File: src/rtl/wocp_pkg.sv
package wocp_pkg;

	// ----------------------------------------
	// frame layout
	// ----------------------------------------
	localparam int FRAME_BITS = 32;
	localparam logic [4:0] LAST_BIT_INDEX = 5'h1f;
	localparam logic [11:0] FRAME_HEADER = 12'h001;

	// ----------------------------------------
	// register addresses
	// ----------------------------------------
	localparam logic [3:0] ADDR_CONFIG = 4'h1;
	localparam logic [3:0] ADDR_OFFSET = 4'h2;
	localparam logic [3:0] ADDR_FULL_SCALE = 4'h3;
	localparam logic [3:0] ADDR_PHASE_FINE = 4'hd;
	localparam logic [3:0] ADDR_PHASE_COARSE = 4'he;
	localparam logic [3:0] ADDR_TEST_PATTERN = 4'hf;

	// ----------------------------------------
	// values after power-on reset
	// ----------------------------------------
	localparam logic [15:0] CONFIG_RESET = 16'h92ff;
	localparam logic [15:0] OFFSET_RESET = 16'h007f;
	localparam logic [15:0] FULL_SCALE_RESET = 16'h807f;
	localparam logic [15:0] PHASE_FINE_RESET = 16'h007f;
	localparam logic [15:0] PHASE_COARSE_RESET = 16'h03ff;
	localparam logic [15:0] TEST_PATTERN_RESET = 16'hf7ff;

	// ----------------------------------------
	// configuration register bit positions
	// ----------------------------------------
	localparam int CFG_DIFF_RESET_BIT = 14;
	localparam int CFG_TRIM_SKIP_BIT = 13;
	localparam int CFG_DCS_BIT = 12;
	localparam int CFG_DDR_PHASE_BIT = 11;
	localparam int CFG_SINGLE_RATE_BIT = 10;
	localparam int CFG_SWING_BIT = 9;
	localparam int CFG_EDGE_BIT = 8;

	// ----------------------------------------
	// pin synchroniser order and reset levels
	// {ext_ctrl, sclk, serial_write_data, select_n, edge, swing, ddr}
	// ----------------------------------------
	localparam int SYNC_WIDTH = 7;
	localparam logic [6:0] SYNC_RESET = 7'h08;

	// ----------------------------------------
	// carriers
	// ----------------------------------------
	typedef struct packed {
		logic [11:0] header;
		logic [3:0] addr;
		logic [15:0] value;
	} wocp_frame_t;

	typedef struct packed {
		logic diff_clock_reset_sel;
		logic termination_trim_skip;
		logic duty_cycle_stabilizer_en;
		logic double_rate_clock_phase;
		logic single_rate_select;
		logic output_swing_select;
		logic edge_select;
		logic [15:0] offset_adjust;
		logic [15:0] full_scale_adjust;
		logic [15:0] phase_fine;
		logic [15:0] phase_coarse;
		logic [15:0] test_pattern;
	} wocp_ctrl_t;

endpackage : wocp_pkg

File: src/rtl/wocp_config_port.sv
`timescale 1ns/100ps
// Contract
// serial port works only in extended mode
// bits taken only while select low
// data sampled on serial clock rise
// frame is exactly 32 bits, msb first
// header is eleven zeros then a one
// four address bits then sixteen value bits
// next frame starts at 33rd clock
// registers are write only, no readback
// host writes all registers first time
// normal mode uses pins, not registers
// host avoids writes during calibration
// host sets config bit 15, 7:0
// bit 14 selects differential resync input
// bit 13 skips termination trim
// bit 12 enables duty-cycle stabilizer
// bit 11 sets double-rate clock phase
// bit 10 selects single-rate output
// bit 9 selects output swing
// bit 8 selects single-rate data edge
// host writes bit 8 zero in double-rate
// registers take power-on defaults at reset
// short or bad-header frames are dropped
// write after last bit; reserved ignored
module wocp_config_port (
	input wire logic CLK,
	input wire logic RST_B,
	input wire logic CE,
	input wire logic EXT_CTRL_EN,
	input wire logic SERIAL_CLOCK,
	input wire logic SERIAL_WRITE_DATA,
	input wire logic SERIAL_PORT_SELECT_N,
	input wire logic EDGE_SELECT_PIN,
	input wire logic SWING_SELECT_PIN,
	input wire logic DDR_SELECT_PIN,
	output wocp_pkg::wocp_ctrl_t CTRL,
	output logic FRAME_ACCEPTED,
	output logic FRAME_REJECTED
);

	// ----------------------------------------
	// functions
	// ----------------------------------------
	// true for the six implemented addresses
	function automatic logic addr_is_mapped(input logic [3:0] a);
		addr_is_mapped = (a == wocp_pkg::ADDR_CONFIG) || (a == wocp_pkg::ADDR_OFFSET) ||
			(a == wocp_pkg::ADDR_FULL_SCALE) || (a == wocp_pkg::ADDR_PHASE_FINE) ||
			(a == wocp_pkg::ADDR_PHASE_COARSE) || (a == wocp_pkg::ADDR_TEST_PATTERN);
	endfunction : addr_is_mapped

	// ----------------------------------------
	// pin synchronisation
	// ----------------------------------------
	logic [6:0] pins_s;
	logic ext_mode;
	logic sclk_s;
	logic serial_write_data_s;
	logic sel_n_s;
	logic edge_pin_s;
	logic swing_pin_s;
	logic ddr_pin_s;

	wocp_sync2 #(
		.WIDTH(wocp_pkg::SYNC_WIDTH),
		.RESET_VALUE(wocp_pkg::SYNC_RESET)
	) u_sync (
		.CLK(CLK),
		.RST_B(RST_B),
		.CE(CE),
		.D({EXT_CTRL_EN, SERIAL_CLOCK, SERIAL_WRITE_DATA, SERIAL_PORT_SELECT_N,
			EDGE_SELECT_PIN, SWING_SELECT_PIN, DDR_SELECT_PIN}),
		.Q(pins_s)
	);

	assign {ext_mode, sclk_s, serial_write_data_s, sel_n_s, edge_pin_s, swing_pin_s, ddr_pin_s} = pins_s;

	// ----------------------------------------
	// serial clock edge detection
	// ----------------------------------------
	logic sclk_prev;
	logic next_sclk_prev;
	logic sclk_rise;

	always_comb begin
		next_sclk_prev = CE ? sclk_s : sclk_prev;
	end

	always_ff @(posedge CLK or negedge RST_B) begin
		if (!RST_B) begin
			sclk_prev <= 1'b0;
		end else begin
			sclk_prev <= next_sclk_prev;
		end
	end

	assign sclk_rise = sclk_s & ~sclk_prev;

	// ----------------------------------------
	// frame receiver
	// ----------------------------------------
	wocp_pkg::wocp_frame_t frame;
	logic frame_done;
	logic clk_w;

	assign clk_w = CLK; // receiver runs on the system clock

	wocp_frame_rx u_rx (
		.clk(clk_w),
		.rst_b(RST_B),
		.ce(CE),
		.enable(ext_mode),
		.sclk_rise(sclk_rise),
		.serial_write_data(serial_write_data_s),
		.sel_n(sel_n_s),
		.frame(frame),
		.done(frame_done)
	);

	// ----------------------------------------
	// frame check
	// ----------------------------------------
	logic header_ok;
	logic write_ok;

	assign header_ok = frame.header == wocp_pkg::FRAME_HEADER;
	assign write_ok = CE && frame_done && header_ok && ext_mode;

	// ----------------------------------------
	// write-only register bank
	// ----------------------------------------
	logic [15:0] cfg_reg;
	logic [15:0] ofs_reg;
	logic [15:0] fs_reg;
	logic [15:0] fine_reg;
	logic [15:0] coarse_reg;
	logic [15:0] tp_reg;
	logic [15:0] next_cfg_reg;
	logic [15:0] next_ofs_reg;
	logic [15:0] next_fs_reg;
	logic [15:0] next_fine_reg;
	logic [15:0] next_coarse_reg;
	logic [15:0] next_tp_reg;

	// addressed register takes the value; there is no read path
	always_comb begin
		next_cfg_reg = cfg_reg;
		next_ofs_reg = ofs_reg;
		next_fs_reg = fs_reg;
		next_fine_reg = fine_reg;
		next_coarse_reg = coarse_reg;
		next_tp_reg = tp_reg;
		if (write_ok) begin
			unique case (frame.addr)
				wocp_pkg::ADDR_CONFIG: next_cfg_reg = frame.value;
				wocp_pkg::ADDR_OFFSET: next_ofs_reg = frame.value;
				wocp_pkg::ADDR_FULL_SCALE: next_fs_reg = frame.value;
				wocp_pkg::ADDR_PHASE_FINE: next_fine_reg = frame.value;
				wocp_pkg::ADDR_PHASE_COARSE: next_coarse_reg = frame.value;
				wocp_pkg::ADDR_TEST_PATTERN: next_tp_reg = frame.value;
				default: next_tp_reg = tp_reg; // reserved addresses
			endcase
		end
	end

	always_ff @(posedge CLK or negedge RST_B) begin
		if (!RST_B) begin
			cfg_reg <= wocp_pkg::CONFIG_RESET;
			ofs_reg <= wocp_pkg::OFFSET_RESET;
			fs_reg <= wocp_pkg::FULL_SCALE_RESET;
			fine_reg <= wocp_pkg::PHASE_FINE_RESET;
			coarse_reg <= wocp_pkg::PHASE_COARSE_RESET;
			tp_reg <= wocp_pkg::TEST_PATTERN_RESET;
		end else begin
			cfg_reg <= next_cfg_reg;
			ofs_reg <= next_ofs_reg;
			fs_reg <= next_fs_reg;
			fine_reg <= next_fine_reg;
			coarse_reg <= next_coarse_reg;
			tp_reg <= next_tp_reg;
		end
	end

	// ----------------------------------------
	// effective settings
	// ----------------------------------------
	wocp_pkg::wocp_ctrl_t next_ctrl;
	logic next_accepted;
	logic next_rejected;

	// extended mode follows registers, normal mode follows the rate, swing and edge pins with all other settings fixed
	always_comb begin
		next_ctrl = CTRL;
		next_accepted = FRAME_ACCEPTED;
		next_rejected = FRAME_REJECTED;
		if (CE) begin
			next_accepted = write_ok && addr_is_mapped(frame.addr);
			next_rejected = frame_done && !(header_ok && addr_is_mapped(frame.addr));
			next_ctrl.offset_adjust = wocp_pkg::OFFSET_RESET;
			next_ctrl.full_scale_adjust = wocp_pkg::FULL_SCALE_RESET;
			next_ctrl.phase_fine = wocp_pkg::PHASE_FINE_RESET;
			next_ctrl.phase_coarse = wocp_pkg::PHASE_COARSE_RESET;
			next_ctrl.test_pattern = wocp_pkg::TEST_PATTERN_RESET;
			if (ext_mode) begin
				next_ctrl.diff_clock_reset_sel = cfg_reg[wocp_pkg::CFG_DIFF_RESET_BIT];
				next_ctrl.termination_trim_skip = cfg_reg[wocp_pkg::CFG_TRIM_SKIP_BIT];
				next_ctrl.duty_cycle_stabilizer_en = cfg_reg[wocp_pkg::CFG_DCS_BIT];
				next_ctrl.single_rate_select = cfg_reg[wocp_pkg::CFG_SINGLE_RATE_BIT];
				next_ctrl.double_rate_clock_phase = cfg_reg[wocp_pkg::CFG_DDR_PHASE_BIT] &
					~cfg_reg[wocp_pkg::CFG_SINGLE_RATE_BIT];
				next_ctrl.output_swing_select = cfg_reg[wocp_pkg::CFG_SWING_BIT];
				next_ctrl.edge_select = cfg_reg[wocp_pkg::CFG_EDGE_BIT] &
					cfg_reg[wocp_pkg::CFG_SINGLE_RATE_BIT];
				next_ctrl.offset_adjust = ofs_reg;
				next_ctrl.full_scale_adjust = fs_reg;
				next_ctrl.phase_fine = fine_reg;
				next_ctrl.phase_coarse = coarse_reg;
				next_ctrl.test_pattern = tp_reg;
			end else begin
				next_ctrl.diff_clock_reset_sel = 1'b0;
				next_ctrl.termination_trim_skip = 1'b0;
				next_ctrl.duty_cycle_stabilizer_en = 1'b1;
				next_ctrl.single_rate_select = ~ddr_pin_s;
				next_ctrl.double_rate_clock_phase = 1'b0;
				next_ctrl.output_swing_select = swing_pin_s;
				next_ctrl.edge_select = edge_pin_s & ~ddr_pin_s;
			end
		end
	end

	always_ff @(posedge CLK or negedge RST_B) begin
		if (!RST_B) begin
			CTRL <= '0;
			FRAME_ACCEPTED <= 1'b0;
			FRAME_REJECTED <= 1'b0;
		end else begin
			CTRL <= next_ctrl;
			FRAME_ACCEPTED <= next_accepted;
			FRAME_REJECTED <= next_rejected;
		end
	end

	logic first_cycle;
	always_ff @(posedge CLK or negedge RST_B) begin
		if (!RST_B) begin
			first_cycle <= 1'b1;
		end else begin
			first_cycle <= 1'b0;
		end
	end
endmodule : wocp_config_port

File: src/rtl/wocp_sync2.sv
`timescale 1ns/100ps
// two-stage synchroniser for pins from outside the clock domain
module wocp_sync2 #(
	parameter int WIDTH = 1,
	parameter logic [WIDTH-1:0] RESET_VALUE = '0
) (
	input wire logic CLK,
	input wire logic RST_B,
	input wire logic CE,
	input wire logic [WIDTH-1:0] D,
	output logic [WIDTH-1:0] Q
);

	logic [WIDTH-1:0] meta;
	logic [WIDTH-1:0] next_meta;
	logic [WIDTH-1:0] next_q;

	// first stage feeds only the second stage
	always_comb begin
		next_meta = CE ? D : meta;
		next_q = CE ? meta : Q;
	end

	always_ff @(posedge CLK or negedge RST_B) begin
		if (!RST_B) begin
			meta <= RESET_VALUE;
			Q <= RESET_VALUE;
		end else begin
			meta <= next_meta;
			Q <= next_q;
		end
	end

endmodule : wocp_sync2

File: src/rtl/wocp_frame_rx.sv
`timescale 1ns/100ps
// shifts serial bits into 32-bit frames, msb first
module wocp_frame_rx (
	input wire logic clk,
	input wire logic rst_b,
	input wire logic ce,
	input wire logic enable,
	input wire logic sclk_rise,
	input wire logic serial_write_data,
	input wire logic sel_n,
	output wocp_pkg::wocp_frame_t frame,
	output logic done
);

	logic [31:0] shift;
	logic [31:0] next_shift;
	logic [4:0] count;
	logic [4:0] next_count;
	wocp_pkg::wocp_frame_t next_frame;
	logic next_done;

	// bit counter, shifter and frame capture
	always_comb begin
		next_shift = shift;
		next_count = count;
		next_frame = frame;
		next_done = done;
		if (ce) begin
			next_done = 1'b0;
			if (!enable || sel_n) begin
				next_count = 5'h00;
			end else if (sclk_rise) begin
				next_shift = {shift[30:0], serial_write_data};
				next_count = count + 5'h01;
				if (count == wocp_pkg::LAST_BIT_INDEX) begin
					next_frame = {shift[30:0], serial_write_data};
					next_done = 1'b1;
					next_count = 5'h00;
				end
			end
		end
	end

	always_ff @(posedge clk or negedge rst_b) begin
		if (!rst_b) begin
			shift <= 32'h0000_0000;
			count <= 5'h00;
			frame <= '0;
			done <= 1'b0;
		end else begin
			shift <= next_shift;
			count <= next_count;
			frame <= next_frame;
			done <= next_done;
		end
	end
endmodule : wocp_frame_rx

File: config.mk
export PLATFORM = sky130hd
export DESIGN_NAME = wocp_config_port
export DESIGN_NICKNAME = d
export VERILOG_FILES = /design/src/rtl/wocp_pkg.sv /design/src/rtl/wocp_config_port.sv /design/src/rtl/wocp_sync2.sv /design/src/rtl/wocp_frame_rx.sv
export SDC_FILE = /design/constraint.sdc
export NUM_CORES = 1
export LEC_CHECK = 0
export BUFFER_PORTS_ARGS = -buffer_cell sky130_fd_sc_hd__buf_2
export CAP_MARGIN = 20
export CORE_UTILIZATION = 49
export DETAILED_ROUTE_END_ITERATION = 8
export GPL_TIMING_DRIVEN = 0
export HOLD_SLACK_MARGIN = 0.05
export PLACE_DENSITY = 0.76
export SETUP_SLACK_MARGIN = 0.2
export SLEW_MARGIN = 25
export SYNTH_ARGS = -nofsm -noshare
export SYNTH_HDL_FRONTEND = slang
export SYNTH_HIERARCHICAL = 1
export SYNTH_SLANG_ARGS = --single-unit
File: constraint.sdc
create_clock -name CLK -period 3.6 [get_ports CLK]
set_input_delay 0.54 -clock CLK [delete_from_list [all_inputs] [get_ports CLK]]
set_output_delay 0.54 -clock CLK [all_outputs]
set_load 0.05 [all_outputs]
==> impl_metrics.json <==
{
  "drt_drc_violations_left": 0,
  "synth_cell_types": 44,
  "detail_route.first_pass.iterations": 4,
  "first_iter_violations": 434,
  "final-hold-violation-count": 0,
  "netlist_area_um2": 10500,
  "edff_count_synth": 0,
  "finish.net_count": 995,
  "ctsLongestPathBuffers": 3,
  "number_of_placed_instances_with_taps_included": 1228,
  "initial_utilization_pct": 50.1,
  "grt_setup_unrepaired": "false",
  "rr_startpoint": "u_rx/frame[21]",
  "worstMarginPinSlew_ns": 0.747,
  "synth.top_cells.by_count": "sky130_fd_sc_hd__dfrtp_1 (209), sky130_fd_sc_hd__nand2_1 (97), sky130_fd_sc_hd__mux2_2 (93)",
  "startpoint_type": "register",
  "synthesis.area_per_instance_um2": 12.4,
  "pre_cts_slack_ns": 0.629,
  "synthTopCellsByArea": "sky130_fd_sc_hd__dfrtp_1 (50%), sky130_fd_sc_hd__dfstp_2 (13%), sky130_fd_sc_hd__mux2_2 (9.9%)",
  "synth_simple_gate_area_share_pct": 10.3,
  "clock_power_share_pct": 41.3,
  "power_density_nw_per_um2": 537,
  "ys_dominant_reg_cell": "sky130_fd_sc_hd__dfrtp_1",
  "max-vdd-ir-drop_v": 0.000256,
  "result_of_the_run": "finished clean",
  "clock_tree_from_tritoncts": "done",
  "regMostFlops": "CTRL",
  "main_combinational_cell_family_by_area_after_synthesis": "multiplexers",
  "synth.yosys.warnings": 6,
  "report.final.setup_viol": 0,
  "crit_end_category": "register",
  "worst_setup_path_startpoint": "u_rx/frame[21]",
  "global_route_wire_length_before_repair_um": 36700,
  "synthArstFlopShare_pct": 100,
  "cts-hold-fix-buffers": 0,
  "synth_xor_area_share_pct": 0,
  "synthesis.instances": 853,
  "gr-total-overflow": 0,
  "worst_ep_required_time_ns": 4.00,
  "pleak_nw": 5.84,
  "placeable_core_region_um2": 21000,
  "synth.most_common_cell": "sky130_fd_sc_hd__dfrtp_1",
  "max_clock_freq_mhz": 379,
  "layout_top_registers": "CTRL: 87 flops, u_rx/frame: 32 flops, u_rx/shift: 31 flops",
  "postSynthRegisterBits": 260,
  "net_count_synth": 866,
  "synth.largest_area_cell": "sky130_fd_sc_hd__dfrtp_1",
  "min-delay-path-class": "in -> async",
  "synth_seq_area_share_pct": 62.3,
  "largest_register_ffs": 87,
  "cts_post_setup_buffers_inserted": 0,
  "synth.mux.area_fraction_pct": 15.8,
  "cts_max_level": 1,
  "p_seq_share_pct": 47.6,
  "dieArea_um2": 22100,
  "final_cell_count_no_fill": 1277,
  "globalRouteTotalUtil_pct": 21.2,
  "finClkSkew_ns": 0.00981,
  "ios": 99,
  "first_global_vias": 6990,
  "gpl.final_weighted_congestion": 0.790,
  "p_switching_w": 0.00177,
  "synth_compound_area_share_pct": 5.60,
  "comb_power_share_pct": 11.1,
  "antenna_cells": 0,
  "viasPerCell": 5.28,
  "maxSlewHeadroom_pct": 50.2,
  "timing.final.max_slew_violations": 0,
  "antenna_left": 0,
  "tritoncts.num_buffers": 27,
  "fin_ws_ns": 0.958,
  "final_tns_setup_ns": 0,
  "power_switching_share_pct": 26.8,
  "port-buffer-count": 98,
  "rows": 53,
  "die_width_um": 149,
  "finalWirelength_um": 22600,
  "synthDominantCellAreaShare_pct": 49.6,
  "number_of_antenna_violations_at_the_first_check_in_global_routing": 0,
  "worstSetupPathType": "reg -> reg",
  "die_height_um": 149,
  "areaGrowthSynthToFinish_pct": 16.8,
  "clock_tree.root_cell": "sky130_fd_sc_hd__clkbuf_16",
  "grt_max_degree": 94,
  "worst-endpoint-arrival_ns": 3.04,
  "crit_path_max_fo": 10,
  "via_count": 6739,
  "cts_resized": 0,
  "drive_gt1_share_pct": 35.1,
  "cts_sinks": 260,
  "fin_crit_ns": 2.64,
  "clk_latency_ns": 0.52,
  "synth-adder-area-share_pct": 0.356,
  "hpwl_um": 14800,
  "maxCapViolCount": 0,
  "drt-wirelength-per-cell_um": 17.7,
  "cts.reportedPaths.clkPinSlew_ns": 0.06,
  "min_period_over_period_pct": 73.4,
  "cellInternalPower_w": 0.00483
}
[per-layer routing]
metal  vias to the layer above  share of wire, %  global-route usage [%]
met1                      3429                44                    28.4
li1                       3121                 -                       -
met5                         -                 0                       0
met2                       159                50                    35.5
met3                        30               4.9                    3.34
met4                         0               1.8                    6.29
[cell usage in the layout, fill, tap and decap left out, types with 2 or more instances in the layout]
| cell | synthesis | final |
|---|---|---|
| sky130_fd_sc_hd__buf_2 | 6 | 103 |
| sky130_fd_sc_hd__mux2_2 | 93 | 93 |
| sky130_fd_sc_hd__o21ai_0 | 41 | 41 |
| sky130_fd_sc_hd__buf_16 | 0 | 2 |
| sky130_fd_sc_hd__dfrtp_1 | 209 | 209 |
| sky130_fd_sc_hd__nand3_1 | 38 | 38 |
| sky130_fd_sc_hd__mux2_4 | 40 | 40 |
| sky130_fd_sc_hd__nand2b_1 | 6 | 6 |
| sky130_fd_sc_hd__ha_1 | 3 | 3 |
| sky130_fd_sc_hd__clkbuf_8 | 0 | 4 |
| sky130_fd_sc_hd__nor2_1 | 50 | 50 |
| sky130_fd_sc_hd__nand4b_1 | 2 | 2 |
| sky130_fd_sc_hd__clkbuf_1 | 28 | 37 |
| sky130_fd_sc_hd__nand4_1 | 2 | 2 |
| sky130_fd_sc_hd__bufinv_16 | 0 | 2 |
| sky130_fd_sc_hd__a21oi_1 | 2 | 2 |
| sky130_fd_sc_hd__nand3b_1 | 3 | 3 |
| sky130_fd_sc_hd__or4_1 | 2 | 2 |
| sky130_fd_sc_hd__dfstp_2 | 51 | 51 |
| sky130_fd_sc_hd__nor4_4 | 6 | 6 |
| sky130_fd_sc_hd__buf_6 | 5 | 5 |
| sky130_fd_sc_hd__clkbuf_16 | 0 | 27 |
| sky130_fd_sc_hd__buf_1 | 4 | 4 |
| sky130_fd_sc_hd__buf_4 | 4 | 4 |
| sky130_fd_sc_hd__nor2b_1 | 3 | 3 |
| sky130_fd_sc_hd__o41ai_1 | 2 | 2 |
| sky130_fd_sc_hd__a31oi_1 | 48 | 48 |
| sky130_fd_sc_hd__a22o_1 | 2 | 2 |
| sky130_fd_sc_hd__clkinvlp_4 | 0 | 2 |
| sky130_fd_sc_hd__nand2_4 | 2 | 2 |
| sky130_fd_sc_hd__clkinv_2 | 0 | 4 |
| sky130_fd_sc_hd__inv_1 | 87 | 87 |
| sky130_fd_sc_hd__nand2_1 | 97 | 97 |
[cell type report]
type,instances,area [um2]
Multi-Input combinational cell,458,3390
Inverter,87,327
Sequential cell,260,6570
Fill cell,1661,8710
Timing Repair Buffer,100,556
Buffer,48,256
Tap cell,275,344
Clock buffer,40,764
Clock inverter,9,104
[worst max-delay path: stages, from the launching register on]
cell	delay, ns
sky130_fd_sc_hd__dfrtp_1	0.39
sky130_fd_sc_hd__nor4b_2	0.53
sky130_fd_sc_hd__nand3b_1	0.22
sky130_fd_sc_hd__nor4_4	0.60
sky130_fd_sc_hd__buf_2	0.39
sky130_fd_sc_hd__mux2_2	0.38
[path summary, 6_finish.rpt]
kind	depth (start not counted)	slack [ns]	end
setup / recovery	5	0.96	coarse_reg[12]
hold reg to reg	2	0.49	u_rx/shift[26]
max in group asynchronous	2	2.69	tp_reg[9]
hold / removal	1	0.02	CTRL[50]
setup reg to reg	5	0.96	coarse_reg[12]
min in group CLK	2	0.25	u_sync/meta[6]
[cell families after synthesis]
kind of cell,count (synthesis)
buf+inv,135
compound gates,100
simple gates,220
flops,260
fa+ha+maj,3
mux,135
[per-stage QoR]
step / power, W / utilization, % / hold WS [ns] / instance area [um2]
finish: 0.00661 / 58.5 / 0.0239 / 12300
global route: 0.00685 / 58.5 / 0.0903 / 12300
CTS: 0.00665 / 58.5 / 0.0549 / 12300
detailed placement: 0.00393 / 54.4 / 0.477 / 11400
global placement: 0.00391 / 54.1 / 0.462 / 11400
floorplan: 0.00368 / - / 0.244 / 10500
[power by group through the flow]
stage          registers [W]  logic, W  clock network [W]
2_1_floorplan        0.00348  0.000196                  0
3_3_place_gp         0.00319  0.000721                  0
3_5_place_dp         0.00319  0.000741                  0
4_1_cts              0.00314  0.000743            0.00276
5_1_grt              0.00316  0.000795            0.00289
6_report             0.00314  0.000735            0.00273
Note: power is estimated with default switching activity, not from simulation.
